===== config.mk =====
export PLATFORM = sky130hd
export DESIGN_NAME = pbgpio_port
export DESIGN_NICKNAME = d
export VERILOG_FILES = /design/src/core/pbgpio_pkg.sv /design/src/core/pbgpio_port.sv
export SDC_FILE = /design/constraint.sdc
export NUM_CORES = 1
export LEC_CHECK = 0
export BUFFER_PORTS_ARGS = -buffer_cell sky130_fd_sc_hd__buf_4
export CAP_MARGIN = 20
export CORE_MARGIN = 1.5
export CORE_UTILIZATION = 45
export CTS_BUF_LIST = sky130_fd_sc_hd__clkbuf_16
export CTS_CLUSTER_DIAMETER = 200
export DETAILED_ROUTE_END_ITERATION = 10
export PLACE_DENSITY_LB_ADDON = 0.08
export SYNTH_ARGS = -nofsm -noshare
export SYNTH_HDL_FRONTEND = slang
export SYNTH_SLANG_ARGS = --single-unit

===== constraint.sdc =====
create_clock -name ref_clk -period 1.4 [get_ports ref_clk]
set_clock_uncertainty 0.1 [all_clocks]
set_input_delay 0.28 -clock ref_clk [delete_from_list [all_inputs] [get_ports ref_clk]]
set_output_delay 0.28 -clock ref_clk [all_outputs]
set_load 0.03 [all_outputs]

===== src/core/pbgpio_pkg.sv =====
// Purpose: shared constants for the eight-bit port with alternate-function overrides
// Assumes: register port with 3-bit address and 8-bit data
// Notes: offsets below are word indices on the plain register port
package pbgpio_pkg;
	// data path width of one port
	localparam int PBG_WIDTH = 8;
	// register address width
	localparam int PBG_AW = 3;

	// register offsets
	localparam logic [2:0] PBG_OFF_INPUT = 3'h0;
	localparam logic [2:0] PBG_OFF_DIRECTION = 3'h1;
	localparam logic [2:0] PBG_OFF_OUTPUT_VALUE = 3'h2;
	localparam logic [2:0] PBG_OFF_CHANGE_MASK = 3'h3;
	localparam logic [2:0] PBG_OFF_CONTROL = 3'h4;

	// control register field positions
	localparam int PBG_CTL_GROUP_EN_BIT = 0;
	localparam int PBG_CTL_PULLUP_DIS_BIT = 1;
	// writable bits of the control register
	localparam logic [7:0] PBG_CTL_MASK = 8'h03;

	// values after reset
	localparam logic [7:0] PBG_RST_DIRECTION = 8'h00;
	localparam logic [7:0] PBG_RST_OUTPUT_VALUE = 8'h00;
	localparam logic [7:0] PBG_RST_CHANGE_MASK = 8'h00;
	localparam logic [7:0] PBG_RST_CONTROL = 8'h00;
	localparam logic [7:0] PBG_RST_ZERO = 8'h00;

	// pin positions of the alternate functions
	localparam int PBG_BIT_CLKOUT = 0;
	localparam int PBG_BIT_CMP_A = 1;
	localparam int PBG_BIT_SEL = 2;
	localparam int PBG_BIT_MOSI = 3;
	localparam int PBG_BIT_MISO = 4;
	localparam int PBG_BIT_SCK = 5;
	localparam int PBG_BIT_OSC_IN = 6;
	localparam int PBG_BIT_OSC_OUT = 7;

	// input synchroniser depth in cycles
	localparam int PBG_SYNC_STAGES = 2;
endpackage : pbgpio_pkg


===== src/core/pbgpio_port.sv =====
// Purpose: eight-bit general I/O port with per-pin alternate-function overrides
// Assumes: one clock, pins sampled as asynchronous inputs through a two-stage synchroniser, peripherals drive plain levels
// Notes: pin 0 and its enable bypass the output flops while the clock-out option is set
`timescale 1ns/1ps
module pbgpio_port
	import pbgpio_pkg::*;
(
	// clock, reset, enable
	input wire logic ref_clk,
	input wire logic rst_n,
	input wire logic clk_en,
	// register port
	input wire logic [PBG_AW-1:0] reg_addr,
	input wire logic [7:0] reg_wdata,
	input wire logic reg_wr,
	input wire logic reg_rd,
	output logic [7:0] reg_rdata,
	// pads
	input wire logic [7:0] pad_in,
	output logic [7:0] pad_out,
	output logic [7:0] pad_oe,
	output logic [7:0] pad_pullup,
	// shared system levels
	input wire logic sleep,
	// serial interface
	input wire logic serial_if_enable,
	input wire logic serial_if_master_select,
	input wire logic serial_clock_out,
	input wire logic serial_master_data_out,
	input wire logic serial_slave_data_out,
	output logic serial_clock_in,
	output logic serial_slave_data_in,
	output logic serial_master_data_in,
	output logic serial_select_active,
	// timers
	input wire logic timer1_compare_a_out,
	input wire logic timer1_compare_a_enable,
	input wire logic timer1_compare_b_out,
	input wire logic timer1_compare_b_enable,
	input wire logic timer2_compare_a_out,
	input wire logic timer2_compare_a_enable,
	output logic timer1_capture_in,
	// clock and oscillator configuration
	input wire logic clock_out_option,
	input wire logic divided_clock_out,
	input wire logic internal_rc_selected,
	input wire logic external_clock_selected,
	input wire logic async_timer_enable,
	// pin-change levels
	output logic [7:0] pin_change_level
);

	// direction register
	logic [7:0] direction_register_r;
	// output value register
	logic [7:0] output_value_register_r;
	// pin-change source mask
	logic [7:0] change_mask_r;
	// group enable and global pull-up disable
	logic [7:0] control_r;
	// read data, valid one cycle after strobe
	logic [7:0] rdata_r;
	// first synchroniser stage, read only by second
	logic [7:0] sync_meta_r;
	// second synchroniser stage
	logic [7:0] sync_r;
	// gated input levels
	logic [7:0] input_register_r;
	// registered pad drive value
	logic [7:0] pad_out_r;
	// registered pad output enable, high drives
	logic [7:0] pad_oe_r;
	// registered pull-up enable, never high with drive
	logic [7:0] pad_pullup_r;
	// registered slave-select decode
	logic select_active_r;
	// keeps the bit 0 pull-up off while the clock is driven out
	logic [7:0] clkout_pull_mask;

	// shared control levels
	logic pin_change_group_enable;
	logic global_pullup_disable;
	// per-pin override terms
	// pull-up override
	logic [7:0] pullup_override_enable;
	logic [7:0] pullup_override_value;
	// direction override, the forced value is always input
	logic [7:0] direction_override_enable;
	logic [7:0] direction_override_value;
	// pin value override from peripherals
	logic [7:0] pin_value_override_enable;
	logic [7:0] pin_value_override_value;
	// digital input buffer override
	logic [7:0] input_buffer_override_enable;
	logic [7:0] input_buffer_override_value;
	// resolved per-pin next values
	// direction, one drives the pin
	logic [7:0] dir_nxt;
	// drive value
	logic [7:0] val_nxt;
	// pull-up before masking by the drive
	logic [7:0] pull_nxt;
	// input buffer enable
	logic [7:0] die_nxt;
	// serial mode decodes
	logic spi_slave;
	logic spi_master;
	// oscillator pin decodes
	logic osc7_claim;
	logic osc6_claim;

	// control register fields
	assign pin_change_group_enable = control_r[PBG_CTL_GROUP_EN_BIT];
	assign global_pullup_disable = control_r[PBG_CTL_PULLUP_DIS_BIT];
	// serial mode decodes, both low while the interface is off
	assign spi_slave = serial_if_enable & ~serial_if_master_select;
	assign spi_master = serial_if_enable & serial_if_master_select;
	assign clkout_pull_mask = clock_out_option ? 8'hfe : 8'hff;
	assign osc7_claim = (~internal_rc_selected & ~external_clock_selected) | async_timer_enable;
	assign osc6_claim = internal_rc_selected | async_timer_enable;

	// alternate-function override terms for every pin
	always_comb begin
		// no override unless a function claims the pin
		pullup_override_enable = 8'h00;
		pullup_override_value = 8'h00;
		direction_override_enable = 8'h00;
		direction_override_value = 8'h00;
		pin_value_override_enable = 8'h00;
		pin_value_override_value = 8'h00;
		input_buffer_override_enable = change_mask_r & {8{pin_change_group_enable}};
		input_buffer_override_value = 8'hff;
		pullup_override_enable[PBG_BIT_OSC_OUT] = osc7_claim;
		direction_override_enable[PBG_BIT_OSC_OUT] = osc7_claim;
		input_buffer_override_enable[PBG_BIT_OSC_OUT] = osc7_claim
			| (change_mask_r[PBG_BIT_OSC_OUT] & pin_change_group_enable);
		input_buffer_override_value[PBG_BIT_OSC_OUT] =
			(internal_rc_selected | external_clock_selected) & async_timer_enable;
		pullup_override_enable[PBG_BIT_OSC_IN] = osc6_claim;
		direction_override_enable[PBG_BIT_OSC_IN] = osc6_claim;
		input_buffer_override_enable[PBG_BIT_OSC_IN] = osc6_claim
			| (change_mask_r[PBG_BIT_OSC_IN] & pin_change_group_enable);
		input_buffer_override_value[PBG_BIT_OSC_IN] = internal_rc_selected & ~async_timer_enable;
		pullup_override_enable[PBG_BIT_SCK] = spi_slave;
		direction_override_enable[PBG_BIT_SCK] = spi_slave;
		pin_value_override_enable[PBG_BIT_SCK] = spi_master;
		pin_value_override_value[PBG_BIT_SCK] = serial_clock_out;
		pullup_override_enable[PBG_BIT_MISO] = spi_master;
		direction_override_enable[PBG_BIT_MISO] = spi_master;
		pin_value_override_enable[PBG_BIT_MISO] = spi_slave;
		pin_value_override_value[PBG_BIT_MISO] = serial_slave_data_out;
		pullup_override_enable[PBG_BIT_MOSI] = spi_slave;
		direction_override_enable[PBG_BIT_MOSI] = spi_slave;
		pin_value_override_enable[PBG_BIT_MOSI] = spi_master | timer2_compare_a_enable;
		pin_value_override_value[PBG_BIT_MOSI] = serial_master_data_out | timer2_compare_a_out;
		pullup_override_enable[PBG_BIT_SEL] = spi_slave;
		direction_override_enable[PBG_BIT_SEL] = spi_slave;
		pin_value_override_enable[PBG_BIT_SEL] = timer1_compare_b_enable;
		pin_value_override_value[PBG_BIT_SEL] = timer1_compare_b_out;
		pin_value_override_enable[PBG_BIT_CMP_A] = timer1_compare_a_enable;
		pin_value_override_value[PBG_BIT_CMP_A] = timer1_compare_a_out;
		pullup_override_value[PBG_BIT_SCK] =
			output_value_register_r[PBG_BIT_SCK] & ~global_pullup_disable;
		pullup_override_value[PBG_BIT_MISO] =
			output_value_register_r[PBG_BIT_MISO] & ~global_pullup_disable;
		pullup_override_value[PBG_BIT_MOSI] =
			output_value_register_r[PBG_BIT_MOSI] & ~global_pullup_disable;
		pullup_override_value[PBG_BIT_SEL] =
			output_value_register_r[PBG_BIT_SEL] & ~global_pullup_disable;
	end

	// per-pin resolution of direction, value, pull-up and buffer enable
	genvar gi;
	generate
		for (gi = 0; gi < PBG_WIDTH; gi++) begin : g_pin
			assign dir_nxt[gi] = direction_override_enable[gi] ? direction_override_value[gi]
				: direction_register_r[gi];
			assign val_nxt[gi] = pin_value_override_enable[gi] ? pin_value_override_value[gi]
				: output_value_register_r[gi];
			assign pull_nxt[gi] = pullup_override_enable[gi] ? pullup_override_value[gi]
				: (output_value_register_r[gi] & ~direction_register_r[gi]
				& ~global_pullup_disable);
			assign die_nxt[gi] = input_buffer_override_enable[gi]
				? input_buffer_override_value[gi] : ~sleep;
		end
	endgenerate

	// register writes
	always_ff @(posedge ref_clk or negedge rst_n) begin
		if (!rst_n) begin
			direction_register_r <= PBG_RST_DIRECTION;
			output_value_register_r <= PBG_RST_OUTPUT_VALUE;
			change_mask_r <= PBG_RST_CHANGE_MASK;
			control_r <= PBG_RST_CONTROL;
		end else if (clk_en && reg_wr) begin
			case (reg_addr)
				// direction bits
				PBG_OFF_DIRECTION: direction_register_r <= reg_wdata;
				// output-value bits
				PBG_OFF_OUTPUT_VALUE: output_value_register_r <= reg_wdata;
				// pin-change source mask
				PBG_OFF_CHANGE_MASK: change_mask_r <= reg_wdata;
				// only group enable and pull-up disable stick
				PBG_OFF_CONTROL: control_r <= reg_wdata & PBG_CTL_MASK;
				// input register and unmapped ignore writes
				default: begin
				end
			endcase
		end
	end

	// read data for exactly one cycle
	always_ff @(posedge ref_clk or negedge rst_n) begin
		if (!rst_n) begin
			rdata_r <= PBG_RST_ZERO;
		end else if (clk_en) begin
			if (reg_rd) begin
				case (reg_addr)
					PBG_OFF_INPUT: rdata_r <= input_register_r;
					// stored registers echo back
					PBG_OFF_DIRECTION: rdata_r <= direction_register_r;
					PBG_OFF_OUTPUT_VALUE: rdata_r <= output_value_register_r;
					PBG_OFF_CHANGE_MASK: rdata_r <= change_mask_r;
					PBG_OFF_CONTROL: rdata_r <= control_r;
					// unmapped reads as zero
					default: rdata_r <= PBG_RST_ZERO;
				endcase
			end else begin
				// no read this cycle, so the data return to zero
				rdata_r <= PBG_RST_ZERO;
			end
		end
	end

	// pin input synchroniser and buffer gating
	always_ff @(posedge ref_clk or negedge rst_n) begin
		if (!rst_n) begin
			sync_meta_r <= PBG_RST_ZERO;
			sync_r <= PBG_RST_ZERO;
			input_register_r <= PBG_RST_ZERO;
		end else if (clk_en) begin
			// first stage may go metastable
			sync_meta_r <= pad_in;
			// second stage is the only reader of the first
			sync_r <= sync_meta_r;
			input_register_r <= sync_r & die_nxt;
		end
	end

	// pad drive flops
	always_ff @(posedge ref_clk or negedge rst_n) begin
		if (!rst_n) begin
			pad_out_r <= PBG_RST_ZERO;
			pad_oe_r <= PBG_RST_ZERO;
			pad_pullup_r <= PBG_RST_ZERO;
		end else if (clk_en) begin
			// value after overrides
			pad_out_r <= val_nxt;
			pad_oe_r <= dir_nxt;
			pad_pullup_r <= pull_nxt & ~dir_nxt & clkout_pull_mask;
		end
	end

	always_ff @(posedge ref_clk or negedge rst_n) begin
		if (!rst_n) begin
			// no slave is selected in reset
			select_active_r <= 1'b0;
		end else if (clk_en) begin
			// same edge as the input register, so both agree
			select_active_r <= spi_slave & ~(sync_r[PBG_BIT_SEL] & die_nxt[PBG_BIT_SEL]);
		end
	end

	always_comb begin
		// registered drive by default
		pad_out = pad_out_r;
		pad_oe = pad_oe_r;
		// combinational, so the clock also leaves in reset
		if (clock_out_option) begin
			pad_out[PBG_BIT_CLKOUT] = divided_clock_out;
			pad_oe[PBG_BIT_CLKOUT] = 1'b1;
		end
	end

	// registered pad and bus outputs
	assign pad_pullup = pad_pullup_r;
	assign reg_rdata = rdata_r;
	assign pin_change_level = input_register_r;
	// alternate inputs to peripherals
	assign serial_clock_in = input_register_r[PBG_BIT_SCK];
	assign serial_slave_data_in = input_register_r[PBG_BIT_MOSI];
	assign serial_master_data_in = input_register_r[PBG_BIT_MISO];
	assign serial_select_active = select_active_r;
	assign timer1_capture_in = input_register_r[PBG_BIT_CLKOUT];

endmodule : pbgpio_port

==> results.toml, run 1 <==
[clock_tree]
clockRootBuffer = "clkbuf_16"
cts_setup_buffers = 0
cts_tree = "done"
insertion_delay_ps = 330
clkSinkCount = 83
clk_path_buf_depth = 2
cts_buffers = 9
clk_pin_slew_ps = 70
cts-htree-levels = 3

[timing]
period_needed_ps = 1495
max_freq_mhz = 669.1
setup_tns_ps = -150.5
finalCritPeriodShare_pct = 106.8
fin_ws_ps = -94.64
maxSlewHeadroom_pct = 68.47
max_slew.worst_pin.slew_ps = 472.9
setup_viol = 2
hold_viol_final = 0
final_max_slew_viol_count = 0
rsz0062_at_grt = "yes"

[setup_path]
r2r-end = "pad_pullup[5]$_DFFE_PN0P_"
worstReg2RegStart = "control_r[1]$_DFFE_PN0P_"
regToRegSetupSlack_ps = 70
crit_slowest_cell = "dfrtp_1"
cp_max_fo = 2
crit_buf_inv = 1
start_kind = "flop"
worstPathRequired_ps = 1020
crit_chain = "mux2_2 > buf_6"
cp-end-kind = "output pin"
critPathMaxStageDelay_ps = 370
crit_arrival_ps = 1110
r2r.worst_path.cells = 3
path_delay_family = "flip-flops"
crit_type = "reg2out"

[synthesis]
avgSynthCellArea_sq_um = 12.24
synth-simple-area-share_pct = 7.548
synth-async-reset-ratio_pct = 100.0
yosysWarnings = 0
synth_cell_types = 41
yosysSeqAreaShare_pct = 53.55
yosys.area_share.adder_pct = 0
synth_area_leaders = "dfrtp_1 (54%), mux2_2 (13%), mux2i_1 (4.1%)"
synth_edf_count = 0
synth_common_cells = "dfrtp_1 (83), mux2_2 (46), inv_1 (24)"
synth_compound_gate_area_share_pct = 9.161
yosys.area.top_type = "dfrtp_1"
synth_flop_cell = "dfrtp_1"
synth_top_area_share_pct = 53.55
synth.area.mux_share_pct = 21.74
syn_area_sq_mm = 0.003879
synth_top_family_by_area = "multiplexers"
syn_nets = 358
synth_cells = 317
ys_ff_latch = 83
yosysMostFrequentCell = "dfrtp_1"
synth_xor_area_share_pct = 0

[die]
die_w_um = 95.84
rows = 33
fp.dieArea_sq_mm = 0.009185
die_h_um = 95.84
io_pins = 86
core_sq_mm = 0.008299
start_util_pct = 46.74

[final_layout]
syn_to_final_growth_pct = 32.06
seqCellArea_sq_mm = 0.002077
layout-drive-gt1-share_pct = 46.38
final_util_pct = 61.72
finalInstanceArea_sq_mm = 0.005122
nFillCells = 724
multi_input_area_sq_mm = 0.001494
fin_nets = 450
antennaDiodeCount = 0
stdcell_count = 519

[placement]
place_area_sq_mm = 0.004716
port_buffers = 85
hpwl_um = 6235
dp_cells = 502
place.gp.congestion = 0.7834

[pwr]
ir_drop_uv = 781.0
power_mw = 7.798
power_density_mw_per_mm2 = 1522
p_int_mw = 5.629
switching_share_pct = 27.81
clkPwrFrac_pct = 37.5
p_leak_nw = 2.432
pwr-share-comb_pct = 22.4
power_switching_mw = 2.169
pwr-share-seq_pct = 40.1

[global_routing]
grt_max_degree = 37
grt_pass1_wl_um = 13590
antenna_found_initial = 0
grt.overflow.total = 0
grt_usage_pct = 19.95
grt_pass1_vias = 2699

[routing]
dr.pass1.iters = 4
vias_per_cell = 5.227
finalWirelength_um = 8457
drt-wirelength-per-cell_um = 16.29
first_iter_violations = 55
dr_total_vias = 2713
ant_nets = 0
drc = 0

[min_path]
hold_class = "in2reg"
min_from = "pad_in[7]"
holdPathStages = 2
holdPathEnd = "sync_meta_r[7]$_DFFE_PN0P_"

[outcome]
violations = "negative setup slack"
status = "complete, but fails checks"

[job]
drv_cap = 0
## worst max-delay path by stage
stage	startpoint	to	slack, ps	depth (start not counted)
after floorplan	reg_addr[0]	output_value_register_r[0]$_DFFE_PN0P_	-30	4
final	pad_out_r[0]$_DFFE_PN0P_	pad_out[0]	-90	2
after global routing	pad_out_r[0]$_DFFE_PN0P_	pad_out[0]	-130	2
after global placement	reg_addr[1]	output_value_register_r[3]$_DFFE_PN0P_	-140	5
after detailed placement	reg_addr[1]	output_value_register_r[7]$_DFFE_PN0P_	-140	5
after CTS	pad_out_r[0]$_DFFE_PN0P_	pad_out[0]	-110	2
## stage by stage
stage / hold WS [ps] / worst slack, ps
6_report: 74.24 / -94.64
4_1_cts: 70.27 / -110.7
5_1_grt: 64.47 / -130.7
2_1_floorplan: -115.6 / -25.37
3_5_place_dp: 127.4 / -143.6
3_3_place_gp: 130.3 / -140.8
## logic make-up (layout without fill, tap and decap cells)
logic type	Yosys count	after routing
AOI/OAI and AO/OA	54	54
buffers and inverters	59	156
DFF	83	83
muxes	72	72
and+or+nand+nor	49	49
## power groups by stage
stage                     Clock (mW)  Sequential, mW  Combinational (mW)
after floorplan                    0            3.22                1.03
after global placement             0            3.17                1.71
after detailed placement           0            3.18                1.73
after CTS                       2.96            3.14                1.76
after global routing            3.08            3.19                1.89
final                           2.92            3.13                1.75
## cell usage in the layout, fill, tap and decap left out, types with 2 or more instances in the layout
cell / n
nand3b_1: 2
dfrtp_1: 83
inv_1: 24
inv_6: 3
clkbuf_16: 9
a2bb2oi_1: 2
buf_12: 5
or4b_1: 2
bufinv_16: 4
a21oi_1: 10
nand4b_1: 2
mux2i_1: 16
nand2b_1: 9
mux2_4: 8
buf_4: 104
nand2_1: 12
buf_6: 6
a21boi_0: 6
o21ai_0: 10
o22ai_1: 13
nor4b_1: 2
o22a_1: 4
nor2_1: 5
nand3_1: 5
mux2_2: 46
o311ai_0: 2
mux4_2: 2
## final cells by class
| cell class | count | share of cell area (%) |
|---|---|---|
| repair buffers | 116 | 18.71 |
| clock buffers | 9 | 4.397 |
| multi-input cells | 175 | 29.16 |
| clock inverters | 7 | 2.858 |
| well taps | 105 | 2.565 |
| inverters | 24 | 1.759 |
| flip-flops and latches | 83 | 40.55 |
## routing by layer
metal | up-vias | track usage [%] | wire length [um]
li1 | 1285 | - | -
met1 | 1346 | 27.83 | 3905
met2 | 71 | 30.87 | 4059
met3 | 11 | 4.344 | 357
met4 | 0 | 6.495 | 135
met5 | - | 0 | 0
## repair_timing
item,CTS,global route
hold endpoints to repair,22,0
hold buffers,1,0
setup endpoints to repair,4,5
gates resized for setup,5,2
(Power assumes the default switching activity.)
==> run 2: changes to the inputs <==
--- a/config.mk
+++ b/config.mk
@@ -8,11 +8,12 @@
 export BUFFER_PORTS_ARGS = -buffer_cell sky130_fd_sc_hd__buf_4
 export CAP_MARGIN = 20
 export CORE_MARGIN = 1.5
-export CORE_UTILIZATION = 45
+export CORE_UTILIZATION = 54
 export CTS_BUF_LIST = sky130_fd_sc_hd__clkbuf_16
 export CTS_CLUSTER_DIAMETER = 200
 export DETAILED_ROUTE_END_ITERATION = 10
 export PLACE_DENSITY_LB_ADDON = 0.08
+export SKIP_LAST_GASP = 1
 export SYNTH_ARGS = -nofsm -noshare
 export SYNTH_HDL_FRONTEND = slang
 export SYNTH_SLANG_ARGS = --single-unit
==> run 2 against run 1 <==
Compared with the run above:
- setup slack worse by 14 ps
- the run still ends with negative setup slack left
- sequential power hardly changed
- first-iteration DRC count is 33% higher
- clock power is 21% lower
- worst hold slack worse by 2.4 ps
- core utilization is 11 points higher
- non-clock buffer count stayed put
- clock-buffer cell count stayed put
- via count is 1.8% higher
- fmax is 0.93% lower
- global-route usage is 4.1 points higher
- critical path type unchanged
==> results.toml, run 2 (synthesis results as in run 1) <==
[setup_path]
path_delay_family = "flip-flops"
cp_max_fo = 2
crit_chain = "or2_2 > buf_6"
critPathMaxStageDelay_ps = 370
crit_type = "reg2out"
start_kind = "flop"
worstPathRequired_ps = 1020
cp-end-kind = "output pin"
crit_arrival_ps = 1130
crit_buf_inv = 1
crit_slowest_cell = "dfrtp_1"
regToRegSetupSlack_ps = 100

[die]
start_util_pct = 56.47
rows = 30
core_sq_mm = 0.006869
io_pins = 86
die_h_um = 87.75
fp.dieArea_sq_mm = 0.007700
die_w_um = 87.75

[clock_tree]
clockRootBuffer = "clkbuf_16"
insertion_delay_ps = 330
cts_tree = "done"
cts_buffers = 9
clk_pin_slew_ps = 60
clkSinkCount = 83
clk_path_buf_depth = 2
cts-htree-levels = 3

[placement]
port_buffers = 85
place_area_sq_mm = 0.004684
place.gp.congestion = 0.7792
hpwl_um = 6099

[global_routing]
grt_pass1_vias = 2862
antenna_found_initial = 0
grt_usage_pct = 24.08
grt.overflow.total = 0
grt_pass1_wl_um = 13860
grt_max_degree = 38

[routing]
finalWirelength_um = 8518
vias_per_cell = 5.418
ant_nets = 0
dr.pass1.iters = 4
first_iter_violations = 73
dr_total_vias = 2763
drt-wirelength-per-cell_um = 16.70
drc = 0

[timing]
setup_viol = 2
max_slew.worst_pin.slew_ps = 305.7
period_needed_ps = 1509
max_freq_mhz = 662.9
hold_viol_final = 0
setup_tns_ps = -216.8
fin_ws_ps = -108.6
rsz0062_at_grt = "yes"
maxSlewHeadroom_pct = 79.35
finalCritPeriodShare_pct = 107.8
final_max_slew_viol_count = 0

[final_layout]
finalInstanceArea_sq_mm = 0.005006
antennaDiodeCount = 0
final_util_pct = 72.88
syn_to_final_growth_pct = 29.06
layout-drive-gt1-share_pct = 46.38
layout_commonest_cell = "buf_4"
final_cell_mix = "buf_4 (109), dfrtp_1 (82), mux2_2 (46), inv_1 (25), mux2i_1 (16)"
fin_nets = 450

[pwr]
ir_drop_uv = 706.2
power_density_mw_per_mm2 = 1436
p_leak_nw = 2.380
power_mw = 7.187

[outcome]
violations = "negative setup slack"
status = "complete, but fails checks"

[job]
drv_cap = 0

[min_path]
hold_class = "in2reg"
-- run 2: cell types whose count changed in the layout (fill, tap and decap cells not counted), moves of 3 or more --
cell | before | now
buf_4 | 104 | 109
buf_6 | 6 | 2
bufinv_16 | 4 | 1
clkinvlp_4 | 0 | 3
inv_6 | 3 | 0
-- run 2: final cells by class --
type / count / area, sq um
sequential: 83 / 2078
fill: 499 / 1863
multi-input combinational: 175 / 1491
timing repair buffer: 116 / 930.9
clock buffer: 9 / 225.2
tap: 96 / 120.1
inverter: 24 / 90.09
clock inverter: 7 / 70.07
-- run 2: worst reg2reg max path: cells and delay by family (launching register included) --
family,cells,cell delay [ps]
flip-flops,1,390
multiplexers,1,100
AO/OA/AOI/OAI,1,100
AND/OR/NAND/NOR,1,510
-- run 2: power breakdown --
group / internal (mW) / switching [mW]
Clock: 1.37 / 0.950
Sequential: 2.81 / 0.340
Combinational: 0.857 / 0.861
Total: 5.04 / 2.15
-- run 2: through the flow --
step	hold slack, ps	setup slack, ps	std cells
after CTS	69.46	-124.1	509
after floorplan	-115.6	-25.37	317
after global placement	42.24	-93.91	492
final	71.83	-108.6	510
after global routing	74.03	-147.2	510
after detailed placement	44.06	-120.8	492
-- run 2: final timing paths --
path	end	start	cells past startpoint
worst max-delay path	pad_oe[0]	pad_oe_r[0]$_DFFE_PN0P_	2
worst min-delay path	sync_meta_r[3]$_DFFE_PN0P_	pad_in[3]	2
worst max register to register	reg_rdata[0]$_DFFE_PN0P_	direction_register_r[0]$_DFFE_PN0P_	3
worst min register to register	sync_meta_r[1]$_DFFE_PN0P_	sync_meta_r[1]$_DFFE_PN0P_	1
max in group asynchronous	serial_select_active$_DFFE_PN0P_	rst_n	3
min in group asynchronous	pad_pullup[7]$_DFFE_PN0P_	rst_n	2
-- run 2: what timing repair did --
| item | in CTS | in global routing |
|---|---|---|
| setup buffers | 0 | 1 |
| gates resized for setup | 2 | 2 |
| endpoints found under the hold margin | 83 | 0 |
| cloned | 0 | 0 |
| hold buffers | 1 | 0 |
| endpoints found under the setup margin | 2 | 4 |
-- run 2: metal layers --
metal	track usage (%)	share of wire [%]
met1	31.91	45
met2	39.97	49
met3	3.016	3.9
met4	10.39	2.3
met5	0	0
